## src/rtl/cfg_consts.svh

```systemverilog
`ifndef CFG_CONSTS_SVH
`define CFG_CONSTS_SVH

// ----------------------------------------------------------------
// Word counts and readback offsets
// ----------------------------------------------------------------
`define NUM_WORDS        10
`define RB_STATUS        4'h0
`define RB_WORD1         4'h1
`define RB_SPEED_HI      4'h2
`define RB_SPEED_LO      4'h3
`define RB_STEPS         4'h4
`define RB_STIFF         4'h5
`define RB_ENC_RES       4'h6
`define RB_IDLE          4'h7
`define RB_CURRENT       4'h8
`define RB_LOOP_GAIN     4'h9

// ----------------------------------------------------------------
// First configuration word fields
// ----------------------------------------------------------------
`define CW_MODE_BIT      15
`define CW_STALL_BIT     13
`define CW_ENC_BIT       10
`define CW_RSVD_MASK     16'h5a00
`define CW_IN1_LSB       0
`define CW_IN2_LSB       3
`define CW_IN3_LSB       6

// ----------------------------------------------------------------
// Second configuration word fields
// ----------------------------------------------------------------
`define W1_RSVD_MASK     16'h0078

// ----------------------------------------------------------------
// Input function codes and value limits
// ----------------------------------------------------------------
`define FN_GENERAL       3'h0
`define FN_QUAD          3'h7
`define SPEED_LO_MAX     16'h03e7
`define ENC_RES_UNSET    16'h0000

// ----------------------------------------------------------------
// Status word values and reset values
// ----------------------------------------------------------------
`define STATUS_UNCFG     16'h6408
`define STATUS_OK        16'h0000
`define RST_WORD         16'h0000

`endif

```

## src/rtl/cfg_pkg.sv

```systemverilog
package cfg_pkg;

    // Second configuration word, bit 15 down to bit 0
    typedef struct packed {
        logic [5:0] upper;
        logic       in_fmt;
        logic       out_fmt;
        logic       big_endian;
        logic [3:0] rsvd;
        logic [2:0] polarity;
    } word1_t;

    // Ten network words as one carrier
    typedef logic [9:0][15:0] words_t;

    // Acceptance state of the stored configuration
    typedef enum logic [1:0] {
        CFG_NONE = 2'b00,
        CFG_OK   = 2'b01,
        CFG_BAD  = 2'b10
    } cfg_state_t;

endpackage

```

## src/rtl/config_word_check_and_readback.sv

```systemverilog
`timescale 1ns/1ns
`include "cfg_consts.svh"
// Function
// (RULE1) Word-order bit 7: zero sends low half first, one sends high half first.
// (RULE2) Word order matters only when binary format bit 8 or 9 is set.
// (RULE3) Host writes zero into reserved bits 6 to 3 of the second word.
// (RULE4) Bits 2,1,0 set polarity of inputs 3,2,1; one means active on current.
// (RULE5) New standstill reduction takes effect only after the next move ends.
// (RULE6) Readback words 1 to 9 echo the accepted configuration words.
// (RULE7) Valid accepted configuration: readback word 0 echoes first config word.
// (RULE8) Unconfigured or invalid: readback word 0 carries the status word layout.
// (RULE9) At power-up without stored configuration, readback word 0 reads 6408h.
// (RULE10) Configuration mode: word 0 bit 13 shows stall checking enabled.
// (RULE11) Command mode: word 0 bit 13 shows a configuration error.
// (RULE12) Host qualifies word 0 bit 13 with bit 15 of that word.
// (RULE13) Any reserved bit set in any configuration word makes it invalid.
// (RULE14) Out-of-range parameter is invalid, such as speed low word above 999.
// (RULE15) Two or more inputs with the same function is invalid; the code lets general purpose repeat and allows the input 1/2 quadrature pair.
// (RULE16) Encoder requested without inputs 1 and 2 as quadrature is invalid.
// (RULE17) Encoder requested with encoder resolution word 6 unset is invalid.
// (RULE18) Stall checking without encoder use is invalid.
// (RULE19) Bit 15 of the first word selects configuration mode when one.
// (RULE20) Quadrature function allowed only on input 1 (A) and input 2 (B).
// (RULE21) Host sets encoder flag bit 10 as well as the quadrature functions.
// (RULE22) All checks run on each write; words stored only if all pass.
module config_word_check_and_readback
    import cfg_pkg::*;
(
    input  wire logic        clk_in,
    input  wire logic        rst_b_in,
    input  wire words_t      host_words_in,
    input  wire logic        cfg_write_in,
    input  wire logic [3:0]  rd_index_in,
    input  wire logic        move_done_in,
    input  wire logic [2:0]  input_current_in,
    output logic      [15:0] rd_data_out,
    output logic      [2:0]  input_active_out,
    output logic             big_endian_out,
    output logic             config_error_out,
    output logic             configured_out,
    output logic             mode_config_out,
    output logic      [15:0] idle_reduction_out
);

    // ----------------------------------------------------------------
    // Declarations
    // ----------------------------------------------------------------
    cfg_state_t  state;
    words_t      stored;
    word1_t      w1_acc;
    word1_t      w1_new;
    logic [2:0]  fn1;
    logic [2:0]  fn2;
    logic [2:0]  fn3;
    logic        want_enc;
    logic        want_stall;
    logic        bad_rsvd;
    logic        bad_range;
    logic        bad_dup;
    logic        bad_enc_pins;
    logic        bad_enc_res;
    logic        bad_stall;
    logic        bad_quad_pin;
    logic        cfg_valid;
    logic        cfg_mode;
    logic        idle_pending;
    logic [15:0] status_word;
    logic [15:0] word0_view;
    logic [15:0] next_rd_data;

    // ----------------------------------------------------------------
    // Decode of the words now presented by the host
    // ----------------------------------------------------------------
    assign cfg_mode   = host_words_in[0][`CW_MODE_BIT]; // see (RULE19)
    assign w1_new     = word1_t'(host_words_in[1]);
    assign fn1        = host_words_in[0][`CW_IN1_LSB +: 3];
    assign fn2        = host_words_in[0][`CW_IN2_LSB +: 3];
    assign fn3        = host_words_in[0][`CW_IN3_LSB +: 3];
    assign want_enc   = host_words_in[0][`CW_ENC_BIT];
    assign want_stall = host_words_in[0][`CW_STALL_BIT];

    // Reserved bits in either configuration word
    assign bad_rsvd = |(host_words_in[0] & `CW_RSVD_MASK)
                    | (|w1_new.rsvd); // see (RULE13)

    // Starting speed low word carries only 0..999
    assign bad_range = host_words_in[`RB_SPEED_LO] > `SPEED_LO_MAX; // see (RULE14)

    // General purpose may repeat; quadrature pair is checked apart
    assign bad_dup = ((fn1 == fn2) && fn1 != `FN_GENERAL && fn1 != `FN_QUAD)
                   || ((fn1 == fn3) && fn1 != `FN_GENERAL)
                   || ((fn2 == fn3) && fn2 != `FN_GENERAL); // see (RULE15)

    assign bad_enc_pins = want_enc && !(fn1 == `FN_QUAD && fn2 == `FN_QUAD); // see (RULE16)
    assign bad_enc_res  = want_enc
                        && host_words_in[`RB_ENC_RES] == `ENC_RES_UNSET; // see (RULE17)
    assign bad_stall    = want_stall && !want_enc; // see (RULE18)

    // Quadrature never on input 3, and only with the encoder flag
    assign bad_quad_pin = (fn3 == `FN_QUAD)
                        || (!want_enc && (fn1 == `FN_QUAD || fn2 == `FN_QUAD)); // see (RULE20)

    // Every check is evaluated on the same write
    assign cfg_valid = !(bad_rsvd || bad_range || bad_dup || bad_enc_pins
                       || bad_enc_res || bad_stall || bad_quad_pin); // see (RULE22)

    // ----------------------------------------------------------------
    // Acceptance state
    // ----------------------------------------------------------------
    // Only writes made in configuration mode are judged
    always_ff @(posedge clk_in or negedge rst_b_in)
    begin
        if (!rst_b_in)
        begin
            state <= CFG_NONE; // see (RULE9)
        end
        else if (cfg_write_in && cfg_mode)
        begin
            state <= cfg_valid ? CFG_OK : CFG_BAD; // see (RULE22)
        end
    end

    // ----------------------------------------------------------------
    // Stored configuration words
    // ----------------------------------------------------------------
    // A failing write leaves the old set intact, never a partial update
    always_ff @(posedge clk_in or negedge rst_b_in)
    begin
        if (!rst_b_in)
        begin
            stored <= '0;
        end
        else if (cfg_write_in && cfg_mode && cfg_valid)
        begin
            stored <= host_words_in; // see (RULE22)
        end
    end

    assign w1_acc = word1_t'(stored[1]);

    // ----------------------------------------------------------------
    // Standstill current reduction
    // ----------------------------------------------------------------
    // A move in progress keeps its old reduction until it ends
    always_ff @(posedge clk_in or negedge rst_b_in)
    begin
        if (!rst_b_in)
        begin
            idle_pending <= 1'b0;
        end
        else if (cfg_write_in && cfg_mode && cfg_valid
                 && host_words_in[`RB_IDLE] != idle_reduction_out)
        begin
            idle_pending <= 1'b1; // see (RULE5)
        end
        else if (move_done_in)
        begin
            idle_pending <= 1'b0;
        end
    end

    // Applied value moves over on the end of the first move
    always_ff @(posedge clk_in or negedge rst_b_in)
    begin
        if (!rst_b_in)
        begin
            idle_reduction_out <= `RST_WORD;
        end
        else if (move_done_in && idle_pending)
        begin
            idle_reduction_out <= stored[`RB_IDLE]; // see (RULE5)
        end
    end

    // ----------------------------------------------------------------
    // Word order and input polarity
    // ----------------------------------------------------------------
    // Endian bit is ignored while both binary formats are off
    always_ff @(posedge clk_in or negedge rst_b_in)
    begin
        if (!rst_b_in)
        begin
            big_endian_out <= 1'b0;
        end
        else
        begin
            big_endian_out <= (w1_acc.in_fmt | w1_acc.out_fmt)
                              & w1_acc.big_endian; // see (RULE1) see (RULE2)
        end
    end

    // Active when current flow matches the polarity bit
    always_ff @(posedge clk_in or negedge rst_b_in)
    begin
        if (!rst_b_in)
        begin
            input_active_out <= 3'h0;
        end
        else
        begin
            input_active_out <= input_current_in ~^ w1_acc.polarity; // see (RULE4)
        end
    end

    // ----------------------------------------------------------------
    // Readback words
    // ----------------------------------------------------------------
    // Status layout: bit 15 low, bit 13 flags the configuration error
    assign status_word = (state == CFG_OK) ? `STATUS_OK : `STATUS_UNCFG; // see (RULE9) see (RULE11)

    // Mirror only in configuration mode with an accepted set
    assign word0_view = (cfg_mode && state == CFG_OK) ? stored[0]
                                                      : status_word; // see (RULE7) see (RULE8) see (RULE10)

    // Unmapped indices read as zero
    always_comb
    begin
        next_rd_data = 16'h0000;
        if (rd_index_in == `RB_STATUS)
        begin
            next_rd_data = word0_view;
        end
        else if (rd_index_in <= `RB_LOOP_GAIN)
        begin
            next_rd_data = stored[rd_index_in]; // see (RULE6)
        end
    end

    // Registered read, one cycle after the index
    always_ff @(posedge clk_in or negedge rst_b_in)
    begin
        if (!rst_b_in)
        begin
            rd_data_out <= 16'h0000;
        end
        else
        begin
            rd_data_out <= next_rd_data;
        end
    end

    // ----------------------------------------------------------------
    // Status outputs
    // ----------------------------------------------------------------
    assign config_error_out = (state != CFG_OK);
    assign configured_out   = (state == CFG_OK);
    assign mode_config_out  = cfg_mode;
endmodule

```

## config.mk

```make
export PLATFORM = sky130hd
export DESIGN_NAME = config_word_check_and_readback
export DESIGN_NICKNAME = d
export VERILOG_FILES = /design/src/rtl/cfg_pkg.sv /design/src/rtl/config_word_check_and_readback.sv
export VERILOG_INCLUDE_DIRS = /design/src /design/src/rtl
export SDC_FILE = /design/constraint.sdc
export NUM_CORES = 1
export LEC_CHECK = 0
export BUFFER_PORTS_ARGS = -buffer_cell sky130_fd_sc_hd__buf_2
export CAP_MARGIN = 20
export CORE_MARGIN = 2
export CORE_UTILIZATION = 60
export CTS_BUF_LIST = sky130_fd_sc_hd__clkbuf_4
export CTS_CLUSTER_DIAMETER = 50
export DETAILED_ROUTE_END_ITERATION = 12
export PLACE_DENSITY_LB_ADDON = 0.12
export SETUP_SLACK_MARGIN = 0.4
export SLEW_MARGIN = 10
export SYNTH_ARGS = -nofsm -noshare
export SYNTH_HDL_FRONTEND = slang
export SYNTH_SLANG_ARGS = --single-unit
```

## constraint.sdc

```tcl
create_clock -name clk_in -period 3.5 [get_ports clk_in]
set_clock_uncertainty 0.15 [all_clocks]
set_input_delay 0.875 -clock clk_in [delete_from_list [all_inputs] [get_ports clk_in]]
set_output_delay 0.875 -clock clk_in [all_outputs]
set_load 0.1 [all_outputs]
```

==> out/qor.yml <==
num_rows: 45
dp.cells: 976
drcViolationCount: 0
final_cell_mix: "buf_2, dfrtp_1, mux2_2"
grt_max_degree: 78
num_vias: 5831
yosysWarnings: 0
finalNetCount: 978
leakage_nw: 5.741
seq_area_frac_synth: 0.5382
cp.required_ps: 2470
cp_common_cell: "inv_1"
hold_viol: 0
fmax_mhz: 360.0
r2r_start: "state[1]$_DFFE_PN0P_"
root_buffer: "clkbuf_4"
status: "completed"
grt_pass1_vias: 6128
cts_max_level: 4
grt-ovfl-total: 0
layout-drive-gt1-share: 0.5537
layout_commonest_cell: "buf_2"
worst_slew_pin_slew_ps: 859.8
cp-endpoint: "configured_out"
cts_buffer_depth: 2
synth_nets: 768
worst_path_max_delay_cell: "buf_2"
crit_buf_inv: 3
place.gp.congestion: 0.8658
setup.worst_path.end_class: "output pin"
hold_path_class: "in -> async"
reg2regPathDepth: 6
period_share: 0.7937
report.final.slew_viol_count: 0
rr_endpoint: "rd_data_out[5]$_DFF_PN0_"
rsz0062_at_grt: "no"
r2r_slack_ps: 1550
cts_sinks: 199
path_delay_family: "buffers and inverters"
clock_latency_ps: 570
fin_cells: 1011
criticalPathCategory: "reg -> out"
ios: 210
drt_iter0_drc: 441
core-area_sq_um: 15150
synth-seq-cells: 199
cts_setup_buffers: 0
grt_util_all_layers: 0.2675
cts_made_buffers: 17
synth.distinct_cells: 36
initial_core_util: 0.6109
grt_antenna_before_repair: 5
syn_to_final_growth_pct: 16.00
clk_pin_slew_ps: 140
vdd_ir_drop_max_mv: 0.2157
holdBufCountCts: 0
totalWireLength_um: 20740
fp.dieH_um: 128.2
wl_per_cell_um: 20.52
io_buffer_count: 209
die_area_sq_um: 16430
tritoncts: "yes"
finalSetupViolations: 0
vias_per_cell: 5.768
netlist_area_sq_um: 9253
tns_ps: 0
critical_path_depth: 4
pwr_density_cell_nw_per_um2: 340.3
path_cells: "inv_1 > nand2_1 > inv_1 > buf_2"
dr.pass1.iters: 4
die_w_um: 128.2
grt_pass1_wl_um: 33020
cts.repair.resized: 0
critPathLaunchType: "flip-flop"
synthCells: 597
fin_crit_ps: 2778
crit_path_max_fanout: 6
synth.avg_cell_area_sq_um: 15.50
postRouteAntennaNets: 0
cpPeakStageDelay_ps: 440
dp_hpwl_um: 15550
arrival_ps: 1750
slew_headroom: 0.4247
crit_start: "state[1]$_DFFE_PN0P_"
maxCapViolCount: 0
[sequential cells by signal, summed over array words and instances (netlist names)]
| signal | cells |
|---|---|
| idle_reduction_out | 16 |
| stored | 144 |
| big_endian_out | 1 |
| idle_pending | 1 |
| input_active_out | 3 |
| w1_acc | 16 |
| state | 2 |
| rd_data_out | 16 |
[power by group]
| group | total (W) | leakage, nW | internal (W) | switching [W] |
|---|---|---|---|---|
| Sequential | 0.00230 | 2.77 | 0.00230 | 0.000000756 |
| Combinational | 0.000311 | 2.85 | 0.000123 | 0.000188 |
| Clock | 0.00104 | 0.118 | 0.000290 | 0.000748 |
| Total | 0.00365 | 5.74 | 0.00272 | 0.000937 |
[layout make-up]
type,count,area [sq um]
fillers,1086,4413
multi-input cells,357,3983
clock inverters,13,82.58
clock buffers,19,142.6
well taps,188,235.2
repair buffers,228,1287
diodes,3,7.507
inverters,4,15.01
flip-flops and latches,199,4980
[metal layers]
| layer | share of wire | global-route usage | vias to the layer above |
|---|---|---|---|
| li1 | - | - | 2630 |
| met3 | 0.066 | 0.07429 | 31 |
| met4 | 0.024 | 0.08597 | 2 |
| met5 | 0.00053 | 0 | - |
| met1 | 0.45 | 0.3765 | 2932 |
| met2 | 0.46 | 0.4096 | 236 |
[cells in the mapped netlist, drive strengths merged]
library cell	n	area, sq um
xnor2	21	183.9
a21oi	5	25.02
buf	24	244.0
dfrtp	199	4980
and3	1	6.260
and2	14	87.58
a311oi	1	8.760
mux4	32	720.7
inv	4	15.01
and4	1	8.760
a211o	1	8.760
xor2	5	43.79
a21boi	1	7.510
a31oi	1	6.260
nand2b	2	12.51
o22ai	17	106.4
nand2	13	48.80
a22o	12	105.1
nand3	1	5.000
o21ai	7	35.03
nor4	10	62.56
o2111ai	1	8.760
nand4	7	43.79
o21a	1	7.510
mux2	161	2038
mux2i	33	330.3
or2	1	6.260
a31o	1	8.760
o41ai	1	16.27
clkbuf	13	48.80
nor2	6	22.52
[worst min path at each step]
stage	from	to	depth (start not counted)
5_1_grt	rst_b_in	stored[144]$_DFFE_PN0P_	1
3_3_place_gp	state[0]$_DFFE_PN0P_	state[0]$_DFFE_PN0P_	2
3_5_place_dp	stored[59]$_DFFE_PN0P_	stored[59]$_DFFE_PN0P_	1
6_report	rst_b_in	stored[144]$_DFFE_PN0P_	1
2_1_floorplan	state[0]$_DFFE_PN0P_	state[0]$_DFFE_PN0P_	2
4_1_cts	rst_b_in	rd_data_out[15]$_DFF_PN0_	1
[logic make-up after synthesis]
family                    share of synthesized area
buffers and inverters                       0.03327
xor gates and xnor gates                    0.02461
and+or+nand+nor                             0.03286
muxes                                        0.3339
DFF                                          0.5382
AOI/OAI and AO/OA                           0.03719
[worst reg2reg max path, stage by stage (launching register included)]
cell	delay, ps
dfrtp_1	390
inv_1	60
nand2_1	160
inv_1	140
nand2_1	70
nor2_1	660
a22o_1	270
[through the flow]
| stage | hold slack [ps] | total power, W | worst slack, ps | instance area (sq um) | utilization |
|---|---|---|---|---|---|
| detailed placement | 315.5 | 0.002662 | 210.3 | 10500 | 0.6933 |
| finish | 148.2 | 0.003653 | 722.2 | 10730 | 0.7086 |
| global placement | 309.3 | 0.002654 | 271.9 | 10500 | 0.6933 |
| floorplan | 295.4 | 0.002462 | 571.9 | 9253 | - |
| CTS | 138.9 | 0.003693 | 664.1 | 10730 | 0.7081 |
| global route | 145.6 | 0.003818 | 555.6 | 10730 | 0.7085 |
No activity file was read; power rests on OpenSTA's default activity.
